<file path="src/led_link_regs.svh">
// offsets, field layout, reset values and codes of the led link block
// assumes the includer wants plain `define constants only
//
// Contract
// - per-channel linked-transition bits, reset zero
// - bit clear: linking while host-on changes LED
// - bit set, invert set: hold, touch toggles
// - bit set, invert clear: hold, touch ignored
// - mirror bits: duty relative 0% or 100%
// - polarity change copies into mirror unless blocked
// - two behaviour select registers, 2-bit fields
// - linked channel triggered by touch and release
// - unlinked channel: drive bit acts as touch
// - behaviour starts on start, ends on stop
// - idle pin level follows channel polarity
// - unlinked breathe/pulse ignores settings until re-actuated
// - unlinked single pulse ignores drive until finished
// - behaviour change applies immediately
// - source switch: pulses finish, others follow
// - inactive new source acts as release
// - select decode: direct, pulse, pulse-release, breathe
// - linked channel ignores host drive bit
`ifndef LED_LINK_REGS_SVH
`define LED_LINK_REGS_SVH

`define ADDR_LINKED_TRANSITION 8'h77
`define ADDR_DUTY_MIRROR       8'h79
`define ADDR_SELECT_LOW        8'h81
`define ADDR_SELECT_HIGH       8'h82
`define ADDR_ACTUATED_STATUS   8'h8E

`define REG_RESET              8'h00
`define CHANNELS               6
`define SELECT_W               2
`define SELECT_HIGH_USED       4
`define DUTY_FULL              8'h64

`define MODE_DIRECT            2'h0
`define MODE_PULSE_ONE         2'h1
`define MODE_PULSE_RELEASE     2'h2
`define MODE_BREATHE           2'h3

`endif

</file>
<file path="src/led_link_pkg.sv">
// shared types of the led link block
// assumes nothing beyond a SystemVerilog compiler
`default_nettype none
package led_link_pkg;
   typedef enum {ST_IDLE, ST_RUN, ST_FINISH} chan_state_t;

   typedef struct packed {
      logic       ltran;
      logic [1:0] mode;
   } chan_cfg_t;

   typedef struct packed {
      logic       actuated;
      logic       start;
      logic [7:0] eff_max;
      logic [7:0] eff_min;
   } chan_drive_t;
endpackage
`default_nettype wire

</file>
<file path="src/led_channel.sv">
// one led channel: trigger source, link transition, behaviour sequencing
// assumes touch is synchronised and pulse_done comes from the period timer
`include "led_link_regs.svh"
`default_nettype none
module led_channel (
   input  wire logic                     clk_sys,
   input  wire logic                     rst_n,
   input  wire logic                     linked,
   input  wire logic                     touch,
   input  wire logic                     host_drive_bit,
   input  wire logic                     invert_link_transition,
   input  wire logic                     duty_mirror_enable,
   input  wire logic                     pulse_done,
   input  wire led_link_pkg::chan_cfg_t  cfg,
   input  wire logic [7:0]               duty_max,
   input  wire logic [7:0]               duty_min,
   output var  led_link_pkg::chan_drive_t drive
);
   logic                      linked_prev_reg;
   logic                      hold_reg;
   logic                      hold_now;
   logic                      demand;
   logic                      demand_prev_reg;
   led_link_pkg::chan_state_t state_reg;
   led_link_pkg::chan_state_t state_next;
   logic                      enter_run;

   // hold decided in the linking cycle itself, so no one-cycle glitch
   assign hold_now = (linked && !linked_prev_reg) ?
                     (cfg.ltran && host_drive_bit && !touch) :
                     (cfg.ltran && hold_reg);

   // linked: touch drives, possibly through the held host state
   always_comb begin
      if (linked) begin
         if (hold_now)
            demand = invert_link_transition ? !touch : 1'b1;
         else
            demand = touch;
      end else begin
         demand = host_drive_bit;
      end
   end

   always_ff @(posedge clk_sys or negedge rst_n) begin
      if (!rst_n) begin
         linked_prev_reg <= 1'b0;
         hold_reg        <= 1'b0;
         demand_prev_reg <= 1'b0;
      end else begin
         linked_prev_reg <= linked;
         hold_reg        <= linked && hold_now;
         demand_prev_reg <= demand;
      end
   end

   // mode read live every cycle, so a new select acts at once
   always_comb begin
      state_next = state_reg;
      case (state_reg)
         led_link_pkg::ST_IDLE: begin
            if (cfg.mode == `MODE_PULSE_ONE) begin
               if (demand && !demand_prev_reg)
                  state_next = led_link_pkg::ST_RUN;
            end else if (demand) begin
               state_next = led_link_pkg::ST_RUN;
            end
         end
         led_link_pkg::ST_RUN: begin
            case (cfg.mode)
               `MODE_PULSE_ONE:
                  if (pulse_done)
                     state_next = led_link_pkg::ST_IDLE;
               `MODE_PULSE_RELEASE:
                  if (!demand)
                     state_next = led_link_pkg::ST_FINISH;
               default:
                  if (!demand)
                     state_next = led_link_pkg::ST_IDLE;
            endcase
         end
         led_link_pkg::ST_FINISH: begin
            if (pulse_done)
               state_next = led_link_pkg::ST_IDLE;
         end
         default: state_next = led_link_pkg::ST_IDLE;
      endcase
   end

   assign enter_run = (state_reg == led_link_pkg::ST_IDLE) &&
                      (state_next == led_link_pkg::ST_RUN);

   // one process owns the whole drive word, so it has one driver
   always_ff @(posedge clk_sys or negedge rst_n) begin
      if (!rst_n) begin
         state_reg      <= led_link_pkg::ST_IDLE;
         drive.actuated <= 1'b0;
         drive.start    <= 1'b0;
         drive.eff_max  <= 8'h00;
         drive.eff_min  <= 8'h00;
      end else begin
         state_reg      <= state_next;
         drive.actuated <= state_next != led_link_pkg::ST_IDLE;
         drive.start    <= enter_run;
         // ramping modes freeze duty at start; direct follows live
         if (enter_run || cfg.mode == `MODE_DIRECT) begin
            drive.eff_max <= duty_mirror_enable ?
                             8'(`DUTY_FULL - duty_max) : duty_max;
            drive.eff_min <= duty_mirror_enable ?
                             8'(`DUTY_FULL - duty_min) : duty_min;
         end
      end
   end
endmodule
`default_nettype wire

</file>
<file path="src/led_link_ctrl.sv">
// led link control: register map, mirror tracking, six channel engines
// assumes same-clock host drive, link, polarity and timer inputs;
// touch status arrives from the analog sensing side and is synchronised
`include "led_link_regs.svh"
`default_nettype none
module led_link_ctrl (
   input  wire logic                     clk_sys,
   input  wire logic                     reset_n,
   input  wire logic [7:0]               reg_addr,
   input  wire logic [7:0]               reg_wdata,
   input  wire logic                     reg_write,
   input  wire logic                     reg_read,
   output var  logic [7:0]               reg_rdata,
   input  wire logic [5:0]               host_drive_bit,
   input  wire logic [5:0]               sensor_linked,
   input  wire logic [5:0]               sensor_touch,
   input  wire logic [5:0]               polarity_bit,
   input  wire logic                     invert_link_transition,
   input  wire logic                     block_polarity_mirror,
   input  wire logic [5:0]               pulse_done,
   input  wire logic [7:0]               duty_max,
   input  wire logic [7:0]               duty_min,
   output var  logic [5:0]               led_idle_level,
   output var  logic [5:0]               duty_mirror_enable,
   output wire led_link_pkg::chan_drive_t [5:0] led_drive
);
   logic       rst_meta_reg;
   logic       rst_n;
   logic [5:0] linked_transition_control;
   logic [7:0] behaviour_select_low;
   logic [3:0] behaviour_select_high;
   logic [5:0] polarity_prev_reg;
   logic [5:0] polarity_changed;
   logic [5:0] touch_sync;
   logic [5:0] actuated;
   logic [11:0] select_all;
   logic        wr_ltran;
   logic        wr_mirror;
   logic        wr_sel_lo;
   logic        wr_sel_hi;
   led_link_pkg::chan_cfg_t [5:0] chan_cfg;

   // reset assert is immediate, release is synchronised
   always_ff @(posedge clk_sys or negedge reset_n) begin
      if (!reset_n) begin
         rst_meta_reg <= 1'b0;
         rst_n        <= 1'b0;
      end else begin
         rst_meta_reg <= 1'b1;
         rst_n        <= rst_meta_reg;
      end
   end

   // touch comes from another timing domain
   sync_two #(
      .WIDTH (6)
   ) u_touch_sync (
      .clk_sys  (clk_sys),
      .rst_n    (rst_n),
      .async_in (sensor_touch),
      .sync_out (touch_sync)
   );

   // write decode
   assign wr_ltran  = reg_write && reg_addr == `ADDR_LINKED_TRANSITION;
   assign wr_mirror = reg_write && reg_addr == `ADDR_DUTY_MIRROR;
   assign wr_sel_lo = reg_write && reg_addr == `ADDR_SELECT_LOW;
   assign wr_sel_hi = reg_write && reg_addr == `ADDR_SELECT_HIGH;

   // transition control register
   always_ff @(posedge clk_sys or negedge rst_n) begin
      if (!rst_n)
         linked_transition_control <= 6'h00;
      else if (wr_ltran)
         linked_transition_control <= reg_wdata[5:0];
   end

   // behaviour select registers, unused high bits never stored
   always_ff @(posedge clk_sys or negedge rst_n) begin
      if (!rst_n) begin
         behaviour_select_low  <= `REG_RESET;
         behaviour_select_high <= 4'h0;
      end else begin
         if (wr_sel_lo)
            behaviour_select_low <= reg_wdata;
         if (wr_sel_hi)
            behaviour_select_high <= reg_wdata[`SELECT_HIGH_USED-1:0];
      end
   end

   // polarity history for change detection
   always_ff @(posedge clk_sys or negedge rst_n) begin
      if (!rst_n)
         polarity_prev_reg <= 6'h00;
      else
         polarity_prev_reg <= polarity_bit;
   end

   assign polarity_changed = polarity_bit ^ polarity_prev_reg;

   // hardware copy beats a software write in the same cycle,
   // so an unblocked polarity flip is never lost
   always_ff @(posedge clk_sys or negedge rst_n) begin
      if (!rst_n) begin
         duty_mirror_enable <= 6'h00;
      end else begin
         for (int i = 0; i < `CHANNELS; i++) begin
            if (polarity_changed[i] && !block_polarity_mirror)
               duty_mirror_enable[i] <= polarity_bit[i];
            else if (wr_mirror)
               duty_mirror_enable[i] <= reg_wdata[i];
         end
      end
   end

   // non-actuated pin level: polarity bit set idles low, clear idles high
   always_ff @(posedge clk_sys or negedge rst_n) begin
      if (!rst_n)
         led_idle_level <= 6'h3F;
      else
         led_idle_level <= ~polarity_bit;
   end

   // read answer one cycle after the strobe, unmapped reads zero
   always_ff @(posedge clk_sys or negedge rst_n) begin
      if (!rst_n) begin
         reg_rdata <= `REG_RESET;
      end else if (reg_read) begin
         case (reg_addr)
            `ADDR_LINKED_TRANSITION:
               reg_rdata <= {2'h0, linked_transition_control};
            `ADDR_DUTY_MIRROR:
               reg_rdata <= {2'h0, duty_mirror_enable};
            `ADDR_SELECT_LOW:
               reg_rdata <= behaviour_select_low;
            `ADDR_SELECT_HIGH:
               reg_rdata <= {4'h0, behaviour_select_high};
            `ADDR_ACTUATED_STATUS:
               reg_rdata <= {2'h0, actuated};
            default:
               reg_rdata <= `REG_RESET;
         endcase
      end else begin
         reg_rdata <= `REG_RESET;
      end
   end

   assign select_all = {behaviour_select_high, behaviour_select_low};

   // one engine per channel
   genvar g;
   generate
      for (g = 0; g < `CHANNELS; g++) begin : g_chan
         assign chan_cfg[g].ltran = linked_transition_control[g];
         assign chan_cfg[g].mode  = select_all[2*g +: `SELECT_W];
         assign actuated[g]       = led_drive[g].actuated;

         led_channel u_chan (
            .clk_sys                (clk_sys),
            .rst_n                  (rst_n),
            .linked                 (sensor_linked[g]),
            .touch                  (touch_sync[g]),
            .host_drive_bit         (host_drive_bit[g]),
            .invert_link_transition (invert_link_transition),
            .duty_mirror_enable     (duty_mirror_enable[g]),
            .pulse_done             (pulse_done[g]),
            .cfg                    (chan_cfg[g]),
            .duty_max               (duty_max),
            .duty_min               (duty_min),
            .drive                  (led_drive[g])
         );

         // unlinked direct: drive bit rise actuates next cycle
         property p_host_touch;
            @(posedge clk_sys) disable iff (!rst_n)
            (!sensor_linked[g] && $past(!sensor_linked[g]) &&
             chan_cfg[g].mode == `MODE_DIRECT && $rose(host_drive_bit[g]))
            |-> ##1 led_drive[g].actuated;
         endproperty
         a_host_touch: assert property (p_host_touch)
            else $error("drive bit set did not actuate");

         // unlinked direct: drive bit fall releases next cycle
         property p_host_release;
            @(posedge clk_sys) disable iff (!rst_n)
            (!sensor_linked[g] && $past(!sensor_linked[g]) &&
             chan_cfg[g].mode == `MODE_DIRECT && $fell(host_drive_bit[g]))
            |=> !led_drive[g].actuated;
         endproperty
         a_host_release: assert property (p_host_release)
            else $error("drive bit clear did not release");

         // single pulse holds until the timer reports done
         property p_pulse_hold;
            @(posedge clk_sys) disable iff (!rst_n)
            (led_drive[g].actuated && !pulse_done[g] &&
             chan_cfg[g].mode == `MODE_PULSE_ONE)
            |=> led_drive[g].actuated;
         endproperty
         a_pulse_hold: assert property (p_pulse_hold)
            else $error("single pulse cut short");

         // linking with transition bit clear drops a host-on led
         property p_link_change;
            @(posedge clk_sys) disable iff (!rst_n)
            ($rose(sensor_linked[g]) && host_drive_bit[g] &&
             !touch_sync[g] && !linked_transition_control[g] &&
             chan_cfg[g].mode == `MODE_DIRECT)
            |=> !led_drive[g].actuated;
         endproperty
         a_link_change: assert property (p_link_change)
            else $error("linking did not change led state");

         // linking with transition bit set keeps a host-on led
         property p_link_keep;
            @(posedge clk_sys) disable iff (!rst_n)
            ($rose(sensor_linked[g]) && host_drive_bit[g] &&
             !touch_sync[g] && linked_transition_control[g] &&
             chan_cfg[g].mode == `MODE_DIRECT)
            |=> led_drive[g].actuated;
         endproperty
         a_link_keep: assert property (p_link_keep)
            else $error("linking changed a held led");

         // linked plain direct: host bit has no say
         property p_linked_no_host;
            @(posedge clk_sys) disable iff (!rst_n)
            (sensor_linked[g] && $past(sensor_linked[g], 2) &&
             $past(sensor_linked[g]) && !linked_transition_control[g] &&
             chan_cfg[g].mode == `MODE_DIRECT && !touch_sync[g] &&
             $stable(touch_sync[g]))
            |=> !led_drive[g].actuated;
         endproperty
         a_linked_no_host: assert property (p_linked_no_host)
            else $error("linked led followed host bit");

         // mirrored direct duty is the complement of the setting
         property p_mirror_duty;
            @(posedge clk_sys) disable iff (!rst_n)
            (duty_mirror_enable[g] && chan_cfg[g].mode == `MODE_DIRECT)
            |=> led_drive[g].eff_max == 8'(`DUTY_FULL - $past(duty_max));
         endproperty
         a_mirror_duty: assert property (p_mirror_duty)
            else $error("mirrored duty wrong");

         // breathing duty frozen while actuated
         property p_duty_frozen;
            @(posedge clk_sys) disable iff (!rst_n)
            (led_drive[g].actuated && !led_drive[g].start &&
             chan_cfg[g].mode == `MODE_BREATHE && $past(chan_cfg[g].mode)
             == `MODE_BREATHE)
            |-> $stable(led_drive[g].eff_max);
         endproperty
         a_duty_frozen: assert property (p_duty_frozen)
            else $error("duty changed mid breathe");

         // pulse on release runs on until the timer reports done
         property p_release_finish;
            @(posedge clk_sys) disable iff (!rst_n)
            (led_drive[g].actuated && !pulse_done[g] &&
             chan_cfg[g].mode == `MODE_PULSE_RELEASE)
            |=> led_drive[g].actuated;
         endproperty
         a_release_finish: assert property (p_release_finish)
            else $error("pulse after release cut short");

         // start marks one cycle, the first of an actuated run
         property p_start_once;
            @(posedge clk_sys) disable iff (!rst_n)
            led_drive[g].start
            |-> led_drive[g].actuated ##1 !led_drive[g].start;
         endproperty
         a_start_once: assert property (p_start_once)
            else $error("start pulse malformed");
      end
   endgenerate

   // written transition bits read back unchanged
   // reached when the read follows the write with no gap
   property p_ltran_readback;
      @(posedge clk_sys) disable iff (!rst_n)
      (wr_ltran ##1 (reg_read && reg_addr == `ADDR_LINKED_TRANSITION
                     && !reg_write))
      |=> reg_rdata == ($past(reg_wdata, 2) & 8'h3F);
   endproperty
   a_ltran_readback: assert property (p_ltran_readback)
      else $error("transition register readback wrong");

   // polarity flip copies into mirror unless blocked
   property p_mirror_follow;
      @(posedge clk_sys) disable iff (!rst_n)
      (polarity_changed[0] && !block_polarity_mirror)
      |=> duty_mirror_enable[0] == $past(polarity_bit[0]);
   endproperty
   a_mirror_follow: assert property (p_mirror_follow)
      else $error("mirror did not track polarity");

   // blocked mirror only moves on a software write
   property p_mirror_blocked;
      @(posedge clk_sys) disable iff (!rst_n)
      (block_polarity_mirror && !wr_mirror) |=> $stable(duty_mirror_enable);
   endproperty
   a_mirror_blocked: assert property (p_mirror_blocked)
      else $error("mirror changed without write");

   // a software write lands when no polarity copy competes
   // with it in the same cycle
   property p_mirror_write;
      @(posedge clk_sys) disable iff (!rst_n)
      (wr_mirror && (block_polarity_mirror ||
                     polarity_changed == 6'h00))
      |=> duty_mirror_enable == $past(reg_wdata[5:0]);
   endproperty
   a_mirror_write: assert property (p_mirror_write)
      else $error("mirror write lost");

   // status read shows which channels are actuated
   // the status word is read-only, writes to it fall through
   property p_status_read;
      @(posedge clk_sys) disable iff (!rst_n)
      (reg_read && reg_addr == `ADDR_ACTUATED_STATUS)
      |=> reg_rdata == {2'h0, $past(actuated)};
   endproperty
   a_status_read: assert property (p_status_read)
      else $error("actuated status readback wrong");

   // high select register keeps its upper nibble at zero
   property p_sel_high_upper;
      @(posedge clk_sys) disable iff (!rst_n)
      (reg_read && reg_addr == `ADDR_SELECT_HIGH) |=> reg_rdata[7:4] == 4'h0;
   endproperty
   a_sel_high_upper: assert property (p_sel_high_upper)
      else $error("unused select bits not zero");

   // idle level tracks polarity one cycle later
   property p_idle_level;
      @(posedge clk_sys) disable iff (!rst_n)
      1'b1 |=> led_idle_level == ~$past(polarity_bit);
   endproperty
   a_idle_level: assert property (p_idle_level)
      else $error("idle level does not follow polarity");
endmodule
`default_nettype wire

</file>
<file path="src/sync_two.sv">
// two-stage synchroniser for a bundle of level signals
// assumes each bit is an independent slow level
`default_nettype none
module sync_two #(
   parameter int WIDTH = 6
) (
   input  wire logic             clk_sys,
   input  wire logic             rst_n,
   input  wire logic [WIDTH-1:0] async_in,
   output var  logic [WIDTH-1:0] sync_out
);
   logic [WIDTH-1:0] meta_reg;

   // first stage feeds only the second
   always_ff @(posedge clk_sys or negedge rst_n) begin
      if (!rst_n) begin
         meta_reg <= '0;
         sync_out <= '0;
      end else begin
         meta_reg <= async_in;
         sync_out <= meta_reg;
      end
   end
endmodule
`default_nettype wire
</file>
<file path="config.mk">
export PLATFORM = sky130hd
export DESIGN_NAME = led_link_ctrl
export DESIGN_NICKNAME = d
export VERILOG_FILES = /design/src/led_link_pkg.sv /design/src/led_channel.sv /design/src/led_link_ctrl.sv /design/src/sync_two.sv
export VERILOG_INCLUDE_DIRS = /design/src
export SDC_FILE = /design/constraint.sdc
export NUM_CORES = 1
export LEC_CHECK = 0
export BUFFER_PORTS_ARGS = -buffer_cell sky130_fd_sc_hd__buf_2
export CAP_MARGIN = 20
export CORE_ASPECT_RATIO = 1.1
export CORE_MARGIN = 3
export CORE_UTILIZATION = 45
export CTS_BUF_LIST = sky130_fd_sc_hd__clkbuf_4 sky130_fd_sc_hd__clkbuf_8
export CTS_CLUSTER_DIAMETER = 30
export DETAILED_ROUTE_END_ITERATION = 10
export PLACE_DENSITY = 0.69
export RECOVER_POWER = 50
export SLEW_MARGIN = 10
export SYNTH_ARGS = -nofsm -noshare
export SYNTH_HDL_FRONTEND = slang
export SYNTH_SLANG_ARGS = --single-unit
</file>
<file path="constraint.sdc">
create_clock -name clk_sys -period 10.1 [get_ports clk_sys]
set_input_delay 0.505 -clock clk_sys [delete_from_list [all_inputs] [get_ports clk_sys]]
set_output_delay 0.505 -clock clk_sys [all_outputs]
set_load 0.05 [all_outputs]
</file>
### After elaboration in Yosys (flattened, before gate mapping)

Index checks and enable logic that the tools add are counted.

| operators by class | value |
|---|---|
| shifts and indexed selects | 0 |
| multiplexer cells | 98 |
| multiply operators | 0 |
| equal/unequal tests | 35 |
| magnitude comparators | 0 |
| $add $sub $neg | 2 |
| bitwise logic cells | 2 |
| divide/modulo/power cells | 0 |
| reductions and logical operators | 107 |

Operators by type and width:

| kind | count |
|---|---|
| $mux 32 | 36 |
| $pmux 32 s3 | 6 |
| $eq 32x2->1 const B | 12 |
| $logic_not 32->1 | 12 |
| $pmux 32 s2 | 6 |
| $eq 32x1->1 const B | 6 |
| $reduce_bool 32->1 | 6 |
| $mux 8 | 13 |
| $logic_and 1x1->1 | 52 |
| $pmux 8 s5 | 1 |
| $mux 1 | 36 |
| $eq 8x8->1 const B | 3 |
| $logic_not 1->1 | 19 |
| $eq 8x7->1 const B | 2 |
| $sub 7x8->8 const A | 2 |
| $eq 2x1->1 const B | 6 |
| $eq 2x2->1 const B | 6 |
| $logic_not 2->1 | 6 |
| $reduce_bool 2->1 | 6 |
| $logic_or 1x1->1 | 6 |
| $not 6->6 | 1 |
| $xor 6x6->6 | 1 |

| word-level totals | value |
|---|---|
| memories | 0 |
| RAM bits | 0 |
| flip-flop bits (word level) | 376 |
| logic and storage cells | 308 |
| output and inout port bits | 128 |
| memory bits (read-only) | 0 |
| bits in latches | 0 |

### Logic depth before layout (Yosys ltp)

| logic depth | value |
|---|---|
| depth in word-level cells | 12 |
| gate-level depth with buffers | 8 |
| depth with buffers taken out | 7 |

### By module

Synthesis repeated with hierarchy kept, for this count alone.

| second synthesis, totals | value |
|---|---|
| cells, all modules | 1,198 |
| area, all modules | 15,381.0 sq um |

By module, submodules not included:

| module | area each (sq um) | instances | cells each |
|---|---|---|---|
| led_channel (g_chan[1].u_chan ...) | 2,182.1 | 4 | 168 |
| led_channel (g_chan[5].u_chan) | 2,167.1 | 1 | 170 |
| led_link_ctrl | 2,124.5 | 1 | 169 |
| led_channel (g_chan[0].u_chan) | 2,060.7 | 1 | 175 |
| sync_two | 300.3 | 1 | 12 |

### Least setup slack after synthesis

No wires, ideal clock.

| timing | value |
|---|---|
| path type | in2reg |
| start | input port host_drive_bit[0] |
| end | register g_chan[0].u_chan.drive[10] (netlist name) |
| data required time | 9.975 ns |
| path buffers | 2 |
| arrival time | 1.966 ns |
| setup slack | 8.009 ns |
| stages on the path | 7 |
| path through | and4b_1 a311o_1 a31o_2 a31o_1 buf_6 buf_12 mux2_4 |

| on the way | value |
|---|---|
| longest elaborated chain between the ends | 12 |
| elaborated cells on any way between the ends | 16 |

RTL lines:

| element | line | text |
|---|---|---|
| start, declared | led_link_ctrl.sv:14 | `input wire logic [5:0] host_drive_bit,` |
| $logic_and 1x1->1 (2 in series) | led_channel.sv:30 | `(cfg.ltran && host_drive_bit && !touch) :` |
| $mux 1 | led_channel.sv:29 | `assign hold_now = (linked && !linked_prev_reg) ?` |
| $mux 1 | led_channel.sv:36 | `if (hold_now)` |
| $mux 1 * | led_channel.sv:35 | `if (linked) begin` |
| net g_chan[0].u_chan.demand | led_channel.sv:22 | `logic demand;` |
| $logic_and 1x1->1 | led_channel.sv:63 | `if (demand && !demand_prev_reg)` |
| $mux 32 | led_channel.sv:63 |  |
| $mux 32 | led_channel.sv:62 | `` if (cfg.mode == `MODE_PULSE_ONE) begin `` |
| $pmux 32 s3 * | led_channel.sv:60 | `case (state_reg)` |
| $eq 32x2->1 * | led_channel.sv:91 | `(state_next == led_link_pkg::ST_RUN);` |
| $logic_and 1x1->1 * | led_channel.sv:90 | `assign enter_run = (state_reg == led_link_pkg::ST_IDLE) &&` |
| $logic_or 1x1->1 (no line) * | n/a |  |
| end, declared | led_channel.sv:17 | `output var led_link_pkg::chan_drive_t drive` |

Mark *: on every way through the listed nets, which the timed path passes. The rest lies on a longest branch.
A chain may end at the register's enable or synchronous reset.

==> summary.txt <==
FFs w/ async S/R, synth: 100.0%
Distinct cells, synth: 73
sequential element share of the synthesized area: 64.68%
Initial Util: 46.00%
share of layout cells above drive strength 1: 20.51%
RSZ-0062 raised after global routing: no
Leak Pwr: 8.100 nW
Final Max Slew Viols: 55
status: finished, violations left
Fin Hold WS: 0.04872 ns
Crit path required time: 10.64 ns
Mean Syn Cell Area: 13.16 um2
Core Box Area: 0.03165 mm2
GPL Wtd Cong: 0.8422
Fmax achieved: 269.7 MHz
IO Port Bufs: 195
VDD IR max: 101.3 uV
Global Route Usage Sum: 19.35%
Top Ports: 196
vias: 9540
Reg clk slew, reported paths: 0.06 ns
number of flops mapped to enable cells by yosys: 0
Yosys reg bits: 376
min cycle time layout: 3.708 ns
failing checks: capacitance limit, slew limit
final setup violating endpoints: 0
clock sinks: 376
Routed Antenna Nets: 0
initial antenna violation count: 2
critical path class: flip-flop to async pin
Area growth syn-to-layout: 23.09%
Fin. Hold Viols: 0
clock tree buffer depth: 3
Final Skew: 0.03890 ns
max reg flops: 192
CTS tree: built
CP endpoint kind: async pin
drt first-iter violations: 555
r2r worst-path depth: 2
crit path DAT: 4.25 ns
PD cells: 214.6 mW/mm2
Main synth FF type: dfrtp_1
worst reg2reg startpoint: rst_n
min-delay src: sensor_touch[3]
Root Buffer: clkbuf_8
vias in the first global route: 9836
Gate Count Post-Synth: 1106
max-cap viol count: 1
Synthesis Warnings: 0
drt drc: 0
WL per Instance: 16.60 um
DIE HEIGHT: 194.6 um
Worst Hold Depth: 1
largest net degree at the start of global routing: 86
final WL: 32.89 mm
Worst Tran Pin Value: 2.115 ns
Worst R2R Setup Slack: 6.39 ns
first-pass GRT wire length: 52.34 mm
worst skew pair latency: 0.58 ns
routed vias/inst: 4.816
dpl hpwl: 23.14 mm
H-tree depth: 3
relative slew slack: -40.99%
die width: 177.5 um
crit path launch type: flip-flop
Die ar.: 0.03455 mm2
Post-layout nets: 1598
HP Class: input pin to flip-flop
Final period util: 36.71%
TritonRoute pass-1 iters: 5
Post-Syn Area: 0.01456 mm2
final global-route overflow total: 0
cts bufs inserted: 68
CP Max Fanout: 82
Rows: 68
post-route setup TNS: 0 ns
CP startpoint: rst_n
## logic make-up (layout without fill, tap and decap cells)
kind of cell	after synthesis	count (layout)	synth area share (%)
flip-flops	376	376	64.68
AND/OR/NAND/NOR	303	303	10.59
AO/OA/AOI/OAI	119	119	5.655
adder cells (fa/ha/maj)	20	20	1.719
other	2	182	0.05159
buffers and inverters	92	367	3.060
multiplexers	121	121	9.850
XOR/XNOR	73	73	4.392
## final timing paths
check                                                   to
worst max-delay path            g_chan[2].u_chan.drive[14]
worst min-delay path              u_touch_sync.meta_reg[3]
worst max register to register  g_chan[2].u_chan.drive[14]
worst min register to register    u_touch_sync.sync_out[0]
max in group clk_sys               behaviour_select_low[3]
min in group asynchronous                     rst_meta_reg
## per-layer routing
layer  part of all wire (%)  global-route usage, %
met5                  0.040                      0
met4                    2.2                  6.110
met3                    7.3                  5.295
met2                     48                  31.86
met1                     42                  24.97
## final cells by class
class	instances	area [um2]
inverters	42	157.7
well taps	420	525.5
multi-input cells	817	5346
clock inverters	25	340.3
clock buffers	95	1207
diodes	1	2.502
flip-flops and latches	376	9417
repair buffers	205	923.4
fillers	2712	13730
## worst max-delay path, cell delays in order, from the launching register on
cell and delay, ns:
dfrtp_1 1.76, buf_4 0.92, buf_4 0.87
## where the power goes
part / switching [mW] / total [mW] / internal [mW]
Sequential: 0.0867 / 1.70 / 1.62
Combinational: 0.397 / 0.562 / 0.165
Clock: 0.618 / 1.58 / 0.964
## cell usage after synthesis, drive strengths merged (3+ instances only)
cell    count  area [um2]
dfrtp     370        9259
nand2     125       469.2
mux2      118        1404
xnor2      71       621.9
inv        42       157.7
nor2       42       157.7
nor4       41       256.5
o21ai      33       165.2
buf        25       193.9
clkbuf     25       93.84
a21oi      24       120.1
ha         20       250.2
nand4      12       75.07
nor3       12       60.06
nand2b     10       67.57
nor2b       9       56.30
and3        8       55.05
nand3       8       45.04
a31oi       7       56.30
a31o        6       52.55
dfstp       6       157.7
or3         6       37.54
and4b       5       50.05
o21a        5       37.54
a211oi      4       30.03
a222oi      4       40.04
a22o        4       35.03
a22oi       4       30.03
a311oi      4       35.03
nor3b       4       35.03
and2        3       18.77
and4        3       26.28
mux2i       3       30.03
nand3b      3       22.52
o31ai       3       22.52
## stage by stage
step	cell area [um2]	instances	setup WS, ns	utilization, %	total power, mW
2_1_floorplan	15230	1285	3.967	-	2.152
3_3_place_gp	16490	1856	7.302	52.11	2.293
3_5_place_dp	16490	1856	7.214	52.11	2.306
4_1_cts	18050	1977	7.185	57.03	3.905
5_1_grt	17920	1981	5.589	56.62	4.021
6_report	17920	1981	6.392	56.62	3.846
## cell usage in the layout (no fill, tap or decap), types with 5 or more instances in the layout
cell,n
clkbuf_8,79
nor4_1,41
nor2_1,42
dfrtp_1,370
and4b_1,5
mux2_2,92
buf_2,56
clkbuf_4,16
ha_1,20
mux2_4,20
dfstp_2,6
clkinv_2,8
o21ai_0,33
a21oi_1,24
buf_4,5
or3_1,6
conb_1,181
nor2b_1,9
mux2_1,6
a31oi_1,6
xnor2_1,71
nand2b_1,8
inv_1,42
inv_6,5
nor3_1,12
nand2_1,125
nand4_1,12
clkbuf_1,139
bufinv_16,7
nand3_1,7
o21a_1,5
## repair_timing
item / CTS / global route
resized for setup: 0 / 0
endpoints found under the setup margin: 0 / 0
hold endpoints to repair: 2 / 0
buffers inserted: 0 / 0
hold buffers: 1 / 0
(Power assumes the default switching activity.)
